[src/design/menu_pkg.sv]
/*
 * Shared constants and types of the magnet switch menu controller:
 * timing in milliseconds, register offsets, loop current levels,
 * menu states, display message codes and the switch event carrier.
 * Assumes a 40 MHz reference clock and a 1 ms internal tick.
 */
package menu_pkg;

    ////////////////////////////////////////////////////////////////////////////
    // clock and tick
    localparam int unsigned CLK_HZ       = 40_000_000;
    localparam int unsigned TICK_US      = 1000;
    localparam int unsigned TICK_CYC_DEF = CLK_HZ / 1_000_000 * TICK_US;

    ////////////////////////////////////////////////////////////////////////////
    // times in milliseconds, one tick each
    localparam int MSW = 17;
    localparam logic [MSW-1:0] HOLD_SHORT_MS   = 17'h00BB8;  // 3 s
    localparam logic [MSW-1:0] HOLD_LONG_MS    = 17'h02710;  // 10 s
    localparam logic [MSW-1:0] EDIT_TIMEOUT_MS = 17'h00DAC;  // 3.5 s
    localparam logic [MSW-1:0] CAL_TIMEOUT_MS  = 17'h01388;  // 5 s
    localparam logic [MSW-1:0] MINUTE_MS       = 17'h0EA60;  // 60 s
    localparam logic [MSW-1:0] FAULT_FLASH_MS  = 17'h07530;  // 30 s
    localparam logic [MSW-1:0] FLASH_MS        = 17'h003E8;  // 1 s
    localparam logic [MSW-1:0] SCROLL_MS       = 17'h007D0;  // 2 s
    localparam logic [MSW-1:0] MS_ONE          = 17'h00001;

    ////////////////////////////////////////////////////////////////////////////
    // menu sizes
    localparam logic [2:0] ITEM_STATUS      = 3'h0;
    localparam logic [2:0] ITEM_OUT_CHECK   = 3'h6;
    localparam logic [2:0] ITEM_LAST        = 3'h7;
    localparam logic [3:0] STATUS_LAST      = 4'hD;
    localparam logic [2:0] PGM_IDLE_SCROLLS = 3'h4;
    localparam logic [2:0] ZERO_SCROLLS     = 3'h6;
    localparam logic [2:0] SPAN_SCROLLS     = 3'h2;

    ////////////////////////////////////////////////////////////////////////////
    // loop current in microamps, reading as fraction of full scale
    localparam int CONC_W = 12;
    localparam logic [15:0] LOOP_ZERO_UA = 16'h0FA0;  // 4 mA
    localparam logic [15:0] LOOP_SPAN_UA = 16'h3E80;  // 16 mA span
    localparam logic [15:0] LOOP_CAL_UA  = 16'h07D0;  // 2 mA
    localparam int CAL_STATUS_BIT = 14;

    ////////////////////////////////////////////////////////////////////////////
    // apb register offsets
    localparam logic [7:0] REG_CONC   = 8'h00;
    localparam logic [7:0] REG_FAULT  = 8'h04;
    localparam logic [7:0] REG_STATE  = 8'h08;
    localparam logic [7:0] REG_VALUE  = 8'h0C;
    localparam logic [7:0] REG_LOOP   = 8'h10;

    ////////////////////////////////////////////////////////////////////////////
    // types
    typedef enum logic [6:0] {
        ST_NORMAL = 7'h01,
        ST_FAULTS = 7'h02,
        ST_CALP   = 7'h04,
        ST_ZERO   = 7'h08,
        ST_SPAN   = 7'h10,
        ST_PSCR   = 7'h20,
        ST_EDIT   = 7'h40
    } state_t;

    typedef enum logic [3:0] {
        MSG_READING    = 4'h0,
        MSG_UNITS_GAS  = 4'h1,
        MSG_FAULT_DET  = 4'h2,
        MSG_FAULT_LIST = 4'h3,
        MSG_CAL_PROMPT = 4'h4,
        MSG_ZERO_START = 4'h5,
        MSG_ZERO_SET   = 4'h6,
        MSG_ZERO_SAVED = 4'h7,
        MSG_SPAN_START = 4'h8,
        MSG_PGM_ITEM   = 4'h9,
        MSG_EDIT_VALUE = 4'hA
    } msg_t;

    typedef struct packed {
        logic active;
        logic touch;
        logic hold3;
        logic hold10;
    } sw_evt_t;

endpackage

[src/design/magnet_switch_sense.sv]
/*
 * Classifies one magnet switch into active level, momentary touch,
 * 3 s hold and 10 s hold. Assumes a switch level synchronous to the
 * clock and a one-cycle tick each millisecond.
 */
`timescale 1ns/1ps
module magnet_switch_sense (
    input  wire logic             clk_i,
    input  wire logic             rst_n_i,
    input  wire logic             tick_i,
    input  wire logic             sw_i,
    output menu_pkg::sw_evt_t     evt_o
);
    import menu_pkg::*;

    logic            held_ff;
    logic [MSW-1:0]  cnt_ff;
    sw_evt_t         evt_ff;
    logic [MSW-1:0]  nxt_cnt;
    sw_evt_t         nxt_evt;

    assign nxt_cnt = !sw_i ? '0 :
                     (tick_i && cnt_ff != HOLD_LONG_MS) ? cnt_ff + MS_ONE : cnt_ff;

    assign nxt_evt.active = sw_i;
    assign nxt_evt.touch  = held_ff && !sw_i && cnt_ff < HOLD_SHORT_MS;
    assign nxt_evt.hold3  = sw_i && tick_i && cnt_ff == HOLD_SHORT_MS - MS_ONE;
    assign nxt_evt.hold10 = sw_i && tick_i && cnt_ff == HOLD_LONG_MS - MS_ONE;

    assign evt_o = evt_ff;

    always_ff @(posedge clk_i or negedge rst_n_i) begin
        if (!rst_n_i) begin
            held_ff <= 1'b0;
            cnt_ff  <= '0;
            evt_ff  <= '0;
        end else begin
            held_ff <= sw_i;
            cnt_ff  <= nxt_cnt;
            evt_ff  <= nxt_evt;
        end
    end

endmodule

[src/design/menu_ctrl.sv]
/*
 * Operator menu controller of a gas transmitter: two magnet switches,
 * display message selection, loop current level, 16-bit parallel status word,
 * and an APB slave for reading input, fault bits and state readback.
 * Assumes switch levels synchronous to REF_CLK_I and an APB master.
 */
`timescale 1ns/1ps
// Behaviour
// - classify touch, 3 s and 10 s holds
// - holds enter menus, touches step values
// - arrow shown while switch active
// - four idle scrolls leave program mode
// - edit idle 3.5 s returns to scroll, except on the output check item
// - flash units and gas every minute
// - flash fault message once per minute
// - touch during fault shows fault list
// - loop current tracks concentration
// - reading and faults always current
// - left 3 s hold enters calibration
// - left hold zeroes, 5 s timeout
// - calibration forces 2 mA, status bit
// - three zero messages, two scrolls each
// - three major modes only
// - status view walks fourteen entries
// - program items in fixed order
// - right 10 s hold enters program mode
// - right 3 s hold starts span
module menu_ctrl #(
    parameter int unsigned TICK_CYC = menu_pkg::TICK_CYC_DEF
) (
    input  wire logic                      REF_CLK_I,
    input  wire logic                      RST_N_I,
    input  wire logic                      PSEL_I,
    input  wire logic                      PENABLE_I,
    input  wire logic                      PWRITE_I,
    input  wire logic [7:0]                PADDR_I,
    input  wire logic [31:0]               PWDATA_I,
    output logic      [31:0]               PRDATA_O,
    output logic                           PREADY_O,
    output logic                           PSLVERR_O,
    input  wire logic                      LEFT_MAGNET_SWITCH_I,
    input  wire logic                      RIGHT_MAGNET_SWITCH_I,
    output logic                           ARROW_LEFT_O,
    output logic                           ARROW_RIGHT_O,
    output menu_pkg::msg_t                 DISPLAY_MSG_O,
    output logic      [3:0]                DISPLAY_ITEM_O,
    output logic      [15:0]               LOOP_UA_O,
    output logic      [menu_pkg::CONC_W-1:0] READING_O,
    output logic      [15:0]               STATUS_WORD_O,
    output logic                           ZERO_REQ_O,
    output logic                           SPAN_REQ_O
);
    import menu_pkg::*;

    ////////////////////////////////////////////////////////////////////////////
    // millisecond tick

    logic [31:0] div_ff;
    logic        tick_ff;
    wire         div_end = (div_ff == TICK_CYC - 1);

    always_ff @(posedge REF_CLK_I or negedge RST_N_I) begin
        if (!RST_N_I) begin
            div_ff  <= '0;
            tick_ff <= 1'b0;
        end else begin
            div_ff  <= div_end ? '0 : div_ff + 32'h0000_0001;
            tick_ff <= div_end;
        end
    end

    ////////////////////////////////////////////////////////////////////////////
    // switch classifiers

    sw_evt_t lft;
    sw_evt_t rgt;

    magnet_switch_sense u_left (
        .clk_i   (REF_CLK_I),
        .rst_n_i (RST_N_I),
        .tick_i  (tick_ff),
        .sw_i    (LEFT_MAGNET_SWITCH_I),
        .evt_o   (lft)
    );

    magnet_switch_sense u_right (
        .clk_i   (REF_CLK_I),
        .rst_n_i (RST_N_I),
        .tick_i  (tick_ff),
        .sw_i    (RIGHT_MAGNET_SWITCH_I),
        .evt_o   (rgt)
    );

    ////////////////////////////////////////////////////////////////////////////
    // apb slave, no wait states: data registered in the setup cycle

    logic [CONC_W-1:0] conc_ff;
    logic [7:0]        fault_ff;
    logic [31:0]       prdata_ff;
    logic              pready_ff;
    logic              pslverr_ff;
    logic [7:0]        value_ff;
    logic [7:0]        saved_ff;
    logic [15:0]       loop_ff;
    state_t            state_ff;
    logic [2:0]        item_ff;
    logic [3:0]        sub_ff;
    msg_t              msg_ff;

    wire setup    = PSEL_I && !PENABLE_I;
    wire wr_acc   = PSEL_I && PENABLE_I && PREADY_O && PWRITE_I && !PSLVERR_O;
    wire hit_conc = (PADDR_I == REG_CONC);
    wire hit_flt  = (PADDR_I == REG_FAULT);
    wire hit_st   = (PADDR_I == REG_STATE);
    wire hit_val  = (PADDR_I == REG_VALUE);
    wire hit_loop = (PADDR_I == REG_LOOP);
    wire mapped   = hit_conc || hit_flt || hit_st || hit_val || hit_loop;
    wire ro_write = PWRITE_I && (hit_st || hit_val || hit_loop);

    wire [31:0] rd_mux =
        hit_conc ? {{(32-CONC_W){1'b0}}, conc_ff} :
        hit_flt  ? {24'h00_0000, fault_ff} :
        hit_st   ? {12'h000, msg_ff, sub_ff, 1'b0, item_ff, 1'b0, state_ff} :
        hit_val  ? {16'h0000, saved_ff, value_ff} :
        hit_loop ? {16'h0000, loop_ff} : 32'h0000_0000;

    always_ff @(posedge REF_CLK_I or negedge RST_N_I) begin
        if (!RST_N_I) begin
            pready_ff  <= 1'b0;
            pslverr_ff <= 1'b0;
            prdata_ff  <= '0;
            conc_ff    <= '0;
            fault_ff   <= '0;
        end else begin
            pready_ff  <= setup;
            pslverr_ff <= setup && (!mapped || ro_write);
            prdata_ff  <= (setup && !PWRITE_I && mapped) ? rd_mux : 32'h0000_0000;
            if (wr_acc && hit_conc) begin
                conc_ff <= PWDATA_I[CONC_W-1:0];
            end
            if (wr_acc && hit_flt) begin
                fault_ff <= PWDATA_I[7:0];
            end
        end
    end

    assign PRDATA_O  = prdata_ff;
    assign PREADY_O  = pready_ff;
    assign PSLVERR_O = pslverr_ff;

    ////////////////////////////////////////////////////////////////////////////
    // menu state machine

    logic [MSW-1:0] tmr_ff;
    logic [MSW-1:0] min_ff;
    logic [2:0]     scr_ff;
    logic           zreq_ff;
    logic           sreq_ff;

    state_t         nxt_state;
    logic [MSW-1:0] nxt_tmr;
    logic [2:0]     nxt_item;
    logic [3:0]     nxt_sub;
    logic [2:0]     nxt_scr;
    logic [7:0]     nxt_value;
    logic [7:0]     nxt_saved;
    msg_t           nxt_msg;

    wire fault_on    = |fault_ff;
    wire any_touch   = lft.touch || rgt.touch;
    wire any_hold3   = lft.hold3 || rgt.hold3;
    wire any_act     = lft.active || rgt.active;
    wire scroll_done = tick_ff && (tmr_ff == SCROLL_MS - MS_ONE);
    wire [MSW-1:0] tmr_inc = tick_ff ? tmr_ff + MS_ONE : tmr_ff;
    wire [MSW-1:0] min_inc = !tick_ff ? min_ff :
                             (min_ff == MINUTE_MS - MS_ONE) ? '0 : min_ff + MS_ONE;
    wire in_cal = (state_ff == ST_CALP) || (state_ff == ST_ZERO) || (state_ff == ST_SPAN);

    wire units_win = (min_ff < FLASH_MS);
    wire fault_win = fault_on && (min_ff >= FAULT_FLASH_MS) &&
                     (min_ff < FAULT_FLASH_MS + FLASH_MS);

    // only normal, calibration and program modes
    always_comb begin
        nxt_state = state_ff;
        nxt_tmr   = tmr_inc;
        nxt_item  = item_ff;
        nxt_sub   = sub_ff;
        nxt_scr   = scr_ff;
        nxt_value = value_ff;
        nxt_saved = saved_ff;
        nxt_msg   = msg_ff;
        case (state_ff)
            ST_NORMAL: begin
                nxt_msg = units_win ? MSG_UNITS_GAS :
                          fault_win ? MSG_FAULT_DET : MSG_READING;
                if (lft.hold3) begin
                    nxt_state = ST_CALP;
                    nxt_tmr   = '0;
                    nxt_msg   = MSG_CAL_PROMPT;
                end else if (rgt.hold10) begin
                    nxt_state = ST_PSCR;
                    nxt_tmr   = '0;
                    nxt_item  = ITEM_STATUS;
                    nxt_sub   = '0;
                    nxt_scr   = '0;
                    nxt_msg   = MSG_PGM_ITEM;
                end else if (fault_on && any_touch) begin
                    nxt_state = ST_FAULTS;
                    nxt_tmr   = '0;
                    nxt_msg   = MSG_FAULT_LIST;
                end
            end
            ST_FAULTS: begin
                if (scroll_done) begin
                    nxt_state = ST_NORMAL;
                    nxt_msg   = MSG_READING;
                end
            end
            ST_CALP: begin
                if (lft.hold3) begin
                    nxt_state = ST_ZERO;
                    nxt_tmr   = '0;
                    nxt_scr   = '0;
                    nxt_msg   = MSG_ZERO_START;
                end else if (rgt.hold3) begin
                    nxt_state = ST_SPAN;
                    nxt_tmr   = '0;
                    nxt_scr   = '0;
                    nxt_msg   = MSG_SPAN_START;
                end else if (tick_ff && tmr_ff == CAL_TIMEOUT_MS - MS_ONE) begin
                    nxt_state = ST_NORMAL;
                    nxt_msg   = MSG_READING;
                end
            end
            ST_ZERO: begin
                if (scroll_done) begin
                    nxt_tmr = '0;
                    nxt_scr = scr_ff + 3'h1;
                    if (scr_ff == ZERO_SCROLLS - 3'h1) begin
                        nxt_state = ST_NORMAL;
                        nxt_msg   = MSG_READING;
                    end else begin
                        case (nxt_scr[2:1])
                            2'h0:    nxt_msg = MSG_ZERO_START;
                            2'h1:    nxt_msg = MSG_ZERO_SET;
                            default: nxt_msg = MSG_ZERO_SAVED;
                        endcase
                    end
                end
            end
            ST_SPAN: begin
                if (scroll_done) begin
                    nxt_tmr = '0;
                    nxt_scr = scr_ff + 3'h1;
                    if (scr_ff == SPAN_SCROLLS - 3'h1) begin
                        nxt_state = ST_NORMAL;
                        nxt_msg   = MSG_READING;
                    end
                end
            end
            ST_PSCR: begin
                nxt_msg = MSG_PGM_ITEM;
                if (any_touch) begin
                    // step through the fixed item order
                    nxt_item = lft.touch ? item_ff - 3'h1 : item_ff + 3'h1;
                    nxt_sub  = '0;
                    nxt_scr  = '0;
                    nxt_tmr  = '0;
                end else if (any_hold3 && item_ff != ITEM_STATUS) begin
                    // hold opens the item for editing, except the status item
                    nxt_state = ST_EDIT;
                    nxt_tmr   = '0;
                    nxt_value = saved_ff;
                    nxt_msg   = MSG_EDIT_VALUE;
                end else if (any_act) begin
                    nxt_scr = '0;
                end else if (scroll_done) begin
                    nxt_tmr = '0;
                    if (item_ff == ITEM_STATUS) begin
                        nxt_sub = (sub_ff == STATUS_LAST) ? 4'h0 : sub_ff + 4'h1;
                    end
                    nxt_scr = scr_ff + 3'h1;
                    if (scr_ff == PGM_IDLE_SCROLLS - 3'h1) begin
                        nxt_state = ST_NORMAL;
                        nxt_msg   = MSG_READING;
                    end
                end
            end
            ST_EDIT: begin
                if (any_touch) begin
                    nxt_value = lft.touch ? value_ff - 8'h01 : value_ff + 8'h01;
                    nxt_tmr   = '0;
                end else if (any_hold3) begin
                    nxt_saved = value_ff;
                    nxt_state = ST_PSCR;
                    nxt_tmr   = '0;
                    nxt_scr   = '0;
                    nxt_msg   = MSG_PGM_ITEM;
                end else if (any_act) begin
                    nxt_tmr = '0;
                end else if (tick_ff && tmr_ff == EDIT_TIMEOUT_MS - MS_ONE &&
                             item_ff != ITEM_OUT_CHECK) begin
                    nxt_state = ST_PSCR;
                    nxt_tmr   = '0;
                    nxt_scr   = '0;
                    nxt_msg   = MSG_PGM_ITEM;
                end
            end
            default: begin
                nxt_state = ST_NORMAL;
                nxt_tmr   = '0;
                nxt_msg   = MSG_READING;
            end
        endcase
    end

    ////////////////////////////////////////////////////////////////////////////
    // loop current

    wire [27:0] span_prod = conc_ff * LOOP_SPAN_UA;
    // 4 mA plus share of span
    wire [15:0] loop_norm = LOOP_ZERO_UA + span_prod[27:12];
    wire [15:0] nxt_loop  = in_cal ? LOOP_CAL_UA : loop_norm;

    ////////////////////////////////////////////////////////////////////////////
    // registers

    always_ff @(posedge REF_CLK_I or negedge RST_N_I) begin
        if (!RST_N_I) begin
            state_ff <= ST_NORMAL;
            tmr_ff   <= '0;
            min_ff   <= '0;
            item_ff  <= '0;
            sub_ff   <= '0;
            scr_ff   <= '0;
            value_ff <= '0;
            saved_ff <= '0;
            msg_ff   <= MSG_READING;
            loop_ff  <= LOOP_ZERO_UA;
            zreq_ff  <= 1'b0;
            sreq_ff  <= 1'b0;
        end else begin
            state_ff <= nxt_state;
            tmr_ff   <= nxt_tmr;
            min_ff   <= min_inc;
            item_ff  <= nxt_item;
            sub_ff   <= nxt_sub;
            scr_ff   <= nxt_scr;
            value_ff <= nxt_value;
            saved_ff <= nxt_saved;
            msg_ff   <= nxt_msg;
            loop_ff  <= nxt_loop;
            zreq_ff  <= (state_ff == ST_CALP) && (nxt_state == ST_ZERO);
            sreq_ff  <= (state_ff == ST_CALP) && (nxt_state == ST_SPAN);
        end
    end

    ////////////////////////////////////////////////////////////////////////////
    // pin outputs

    logic              arr_l_ff;
    logic              arr_r_ff;
    logic [15:0]       status_ff;
    logic [CONC_W-1:0] reading_ff;
    logic [3:0]        disp_item_ff;

    always_ff @(posedge REF_CLK_I or negedge RST_N_I) begin
        if (!RST_N_I) begin
            arr_l_ff   <= 1'b0;
            arr_r_ff   <= 1'b0;
            status_ff  <= '0;
            reading_ff <= '0;
            disp_item_ff <= '0;
        end else begin
            arr_l_ff   <= lft.active;
            arr_r_ff   <= rgt.active;
            status_ff  <= {1'b0, in_cal, 6'h00, fault_ff};
            reading_ff <= conc_ff;
            disp_item_ff <= (nxt_state == ST_PSCR && nxt_item == ITEM_STATUS) ? nxt_sub :
                            {1'b0, nxt_item};
        end
    end

    assign ARROW_LEFT_O   = arr_l_ff;
    assign ARROW_RIGHT_O  = arr_r_ff;
    assign DISPLAY_MSG_O  = msg_ff;
    assign DISPLAY_ITEM_O = disp_item_ff;
    assign LOOP_UA_O      = loop_ff;
    assign READING_O      = reading_ff;
    assign STATUS_WORD_O  = status_ff;
    assign ZERO_REQ_O     = zreq_ff;
    assign SPAN_REQ_O     = sreq_ff;

endmodule

[config.mk]
export PLATFORM = sky130hd
export DESIGN_NAME = menu_ctrl
export DESIGN_NICKNAME = d
export VERILOG_FILES = /design/src/design/menu_pkg.sv /design/src/design/magnet_switch_sense.sv /design/src/design/menu_ctrl.sv
export SDC_FILE = /design/constraint.sdc
export NUM_CORES = 1
export LEC_CHECK = 0
export BUFFER_PORTS_ARGS = -buffer_cell sky130_fd_sc_hd__buf_2
export CAP_MARGIN = 10
export CORE_ASPECT_RATIO = 1.25
export CORE_MARGIN = 4
export CORE_UTILIZATION = 34
export CTS_CLUSTER_DIAMETER = 30
export DETAILED_ROUTE_END_ITERATION = 7
export PLACE_DENSITY = 0.6
export SLEW_MARGIN = 10
export SYNTH_ARGS = -nofsm -noshare
export SYNTH_HDL_FRONTEND = slang
export SYNTH_SLANG_ARGS = --single-unit
[constraint.sdc]
create_clock -name REF_CLK_I -period 5.15 [get_ports REF_CLK_I]
set_clock_uncertainty 0.05 [all_clocks]
set_input_delay 0.515 -clock REF_CLK_I [delete_from_list [all_inputs] [get_ports REF_CLK_I]]
set_output_delay 0.515 -clock REF_CLK_I [all_outputs]
set_load 0.02 [all_outputs]
==> key figures <==
Synthesis
  – Leading area contributor after synthesis: dfrtp_1
  – Register area share after synthesis: 43.6%
  – Largest cells by area after synthesis: dfrtp_1, fa_1, ha_1
  – Post-synthesis async set-or-reset flop share: 100%
  – Synth warn: 0
  – Xor/xnor share of the synthesized area: 7.26%
  – Post-synthesis mux area share: 2.81%
  – Synth Flop Type: dfrtp_1
  – #FFs+latches synth: 231
  – Largest family of logic cells by synthesized area: simple AND/OR/NAND/NOR gates
  – Avg Cell Area, Syn: 9.72 um2
  – Adder-cell share of the synthesized area: 11.7%
  – Synth top area share: 42.2%
  – Distinct cells, synth: 77
  – Post-synth EDFFs: 0
  – Synthesized cell area: 13300 um2
  – Post-synthesis simple-gate area fraction: 19.4%
  – Syn Inst Count: 1365
  – Post-synthesis compound-gate area fraction: 10.1%

Placement
  – I/O Buffers: 96
  – Gpl congestion: 0.916
  – Dpl cells: 1947
  – Dpl hpwl: 24100 um

Route
  – Post-route ant nets: 0
  – TritonRoute pass-1 iters: 5
  – Vias after detailed routing: 10300
  – Via/cell ratio: 5.06
  – WL per Instance: 16.2 um
  – Drt drc: 0
  – Detailed Route Iter0 Violations: 609
  – DRT Wirelength: 32900 um

Clock network
  – Hold Buf Count CTS: 0
  – CTS H-Tree Depth: 2
  – Max Buffers Root-to-Sink: 3
  – Clock Latency Late Sink: 0.54 ns
  – Sink Count: 231
  – Root Buffer: clkbuf_16
  – CTS tree: built
  – Clk slew on worst S/H paths: 0.06 ns
  – TritonCTS Buffers: 43

Floorplanning
  – Core ar.: 38300 um2
  – Rows: 80
  – Die height: 229 um
  – Die width: 185 um
  – Top Ports: 137
  – Die ar.: 42300 um2
  – Starting density of the core: 34.6%

Critical path
  – Crit-path max FO: 6
  – R2R Path End: LOOP_UA_O[11]
  – Startpoint types: register
  – WS Path Type: reg -> reg
  – R2r worst-path depth: 20
  – Flop2flop setup slack: 0.19 ns
  – Crit path arrival time: 5.36 ns
  – CP Capture Type: register
  – FF-to-FF Start: conc_ff[4]
  – Worst EP required: 5.55 ns

Status
  – Run status: complete, but fails checks
  – Failing checks: negative hold slack

Timing
  – Slew HR: 24.6%
  – Hold_ws: -0.00178 ns
  – Worst-margin pin slew: 1.13 ns
  – Setup violators final: 0
  – Final Hold Viols: 3
  – Final slew viol count: 0
  – Final Cycle Share: 96.3%
  – Peak Freq: 0.202 GHz
  – Minimum clock period: 4.96 ns

Pwr
  – Sw Share: 28.5%
  – Final Power: 0.00535 W
  – Combinational power share: 12.2%
  – Sequential Power Share: 36.6%
  – Pleak: 7.48 nW
  – P_int: 0.00383 W
  – Peak VDD IR: 0.199 mV
  – Clock Power Share: 51.2%
  – NetSw: 0.00152 W
  – PD cells: 334 nW/um2

Final layout
  – # diodes: 0
  – Commonest cells after routing, fill and taps aside: dfrtp_1, nor2_1, nand2_1
  – Area growth syn-to-layout: 20.7%
  – Final non-filler cell total: 2034
  – Nets: 1656
  – Util after Layout: 41.8%
  – Fraction of layout cells with a size suffix above 1: 18.5%
  – Most common cell after layout, fill and taps aside: dfrtp_1

GRT
  – GRT Util Overall: 15.3%
  – Total grt overflow: 0
  – Largest net degree at the start of global routing: 120
  – Initial antenna violation count: 0
  – Vias in the first global route: 10200
  – First-pass GRT wire length: 53100 um

Min path
  – Hold crit path type: in -> async

Flow run
  – Max Cap Violations: 0
## logic make-up after synthesis
kind of cell / Yosys count
AOI/OAI and AO/OA: 214
adders and majority gates: 101
buffers and inverters: 156
muxes: 34
and+or+nand+nor: 518
xor gates and xnor gates: 110
other: 1
DFF: 231
## layer usage
metal | global-route usage [%] | wire (um)
met1 | 19.2 | 13900
met2 | 26.7 | 16500
met3 | 2.50 | 1510
met5 | 0 | 0
met4 | 5.35 | 1090
## power groups by stage
stage,clock network (W),registers (W),logic (W)
final,0.00274,0.00196,0.000655
after global routing,0.00290,0.00196,0.000724
after CTS,0.00281,0.00196,0.000629
after detailed placement,0,0.00199,0.000620
after global placement,0,0.00199,0.000613
after floorplan,0,0.00201,0.000355
## what timing repair did
action	4_1_cts	5_1_grt
pin swaps	5	7
buffers inserted	2	5
resized for setup	6	16
setup endpoints to repair	2	5
## critical path: stages (launching register included)
cell and delay (ns):
dfrtp_1 0.37, inv_1 0.07, buf_4 0.15, fa_1 0.44, fa_1 0.50, inv_1 0.06, fa_1 0.50, inv_1 0.05
fa_1 0.49, inv_1 0.04, ha_2 0.32, a21oi_1 0.13, o21ai_1 0.11, o31a_1 0.35, buf_4 0.15, buf_4 0.13
nand2b_1 0.17, or4_1 0.47, nand3_1 0.10, xnor2_1 0.12, nor2_1 0.07
## worst max-delay path by stage
stage	startpoint	endpoint	slack, ns
after CTS	conc_ff[1]	LOOP_UA_O[13]	0.02
final	conc_ff[4]	LOOP_UA_O[11]	0.19
after floorplan	conc_ff[2]	LOOP_UA_O[13]	0.02
after detailed placement	conc_ff[2]	LOOP_UA_O[13]	-0.07
after global routing	conc_ff[1]	LOOP_UA_O[13]	-0.07
after global placement	conc_ff[2]	LOOP_UA_O[13]	-0.01
## area by class of cell
| type | instances | area [um2] |
|---|---|---|
| Clock buffer | 51 | 1190 |
| Sequential cell | 231 | 5790 |
| Timing Repair Buffer | 134 | 786 |
| Inverter | 101 | 379 |
| Clock inverter | 28 | 249 |
| Multi-Input combinational cell | 997 | 7010 |
| Fill cell | 3712 | 22300 |
| Tap cell | 492 | 616 |
## cell usage after synthesis (all sizes together) (8+ instances only)
library cell    n
nand2         128
xor2           50
or3            15
nor2b          12
inv           100
a21oi          66
mux2           26
nor3           30
a21boi         10
xnor2          60
ha             62
clkbuf         32
nand3          46
nor2          138
buf            23
and2           31
or2             9
and3           17
fa             39
dfrtp         224
or4             8
nor4           23
nand4          24
o21ai          68
mux2i           8
nand2b         10
## through the flow
stage | instance area, um2 | hold slack, ns | setup TNS [ns] | worst slack [ns]
global placement | 14400 | 0.385 | -0.0106 | -0.0106
floorplan | 13300 | 0.169 | 0 | 0.0186
CTS | 15900 | 0.0550 | 0 | 0.0199
detailed placement | 14400 | 0.378 | -0.0705 | -0.0705
finish | 16000 | -0.00178 | 0 | 0.190
global route | 16000 | 0.0884 | -0.0654 | -0.0654
## registers in the layout (all words and copies together) (netlist names), 2 cells and up
signal / count
sub_ff: 4
DISPLAY_MSG_O: 4
conc_ff: 12
READING_O: 12
fault_ff: 8
item_ff: 3
LOOP_UA_O: 15
min_ff: 17
saved_ff: 8
u_left.evt_o: 2
tmr_ff: 17
scr_ff: 3
STATUS_WORD_O: 9
u_left.cnt_ff: 17
u_right.evt_o: 3
value_ff: 8
PRDATA_O: 20
DISPLAY_ITEM_O: 4
u_right.cnt_ff: 17
state_ff: 7
div_ff: 32
No activity file was read; power rests on OpenSTA's default activity.
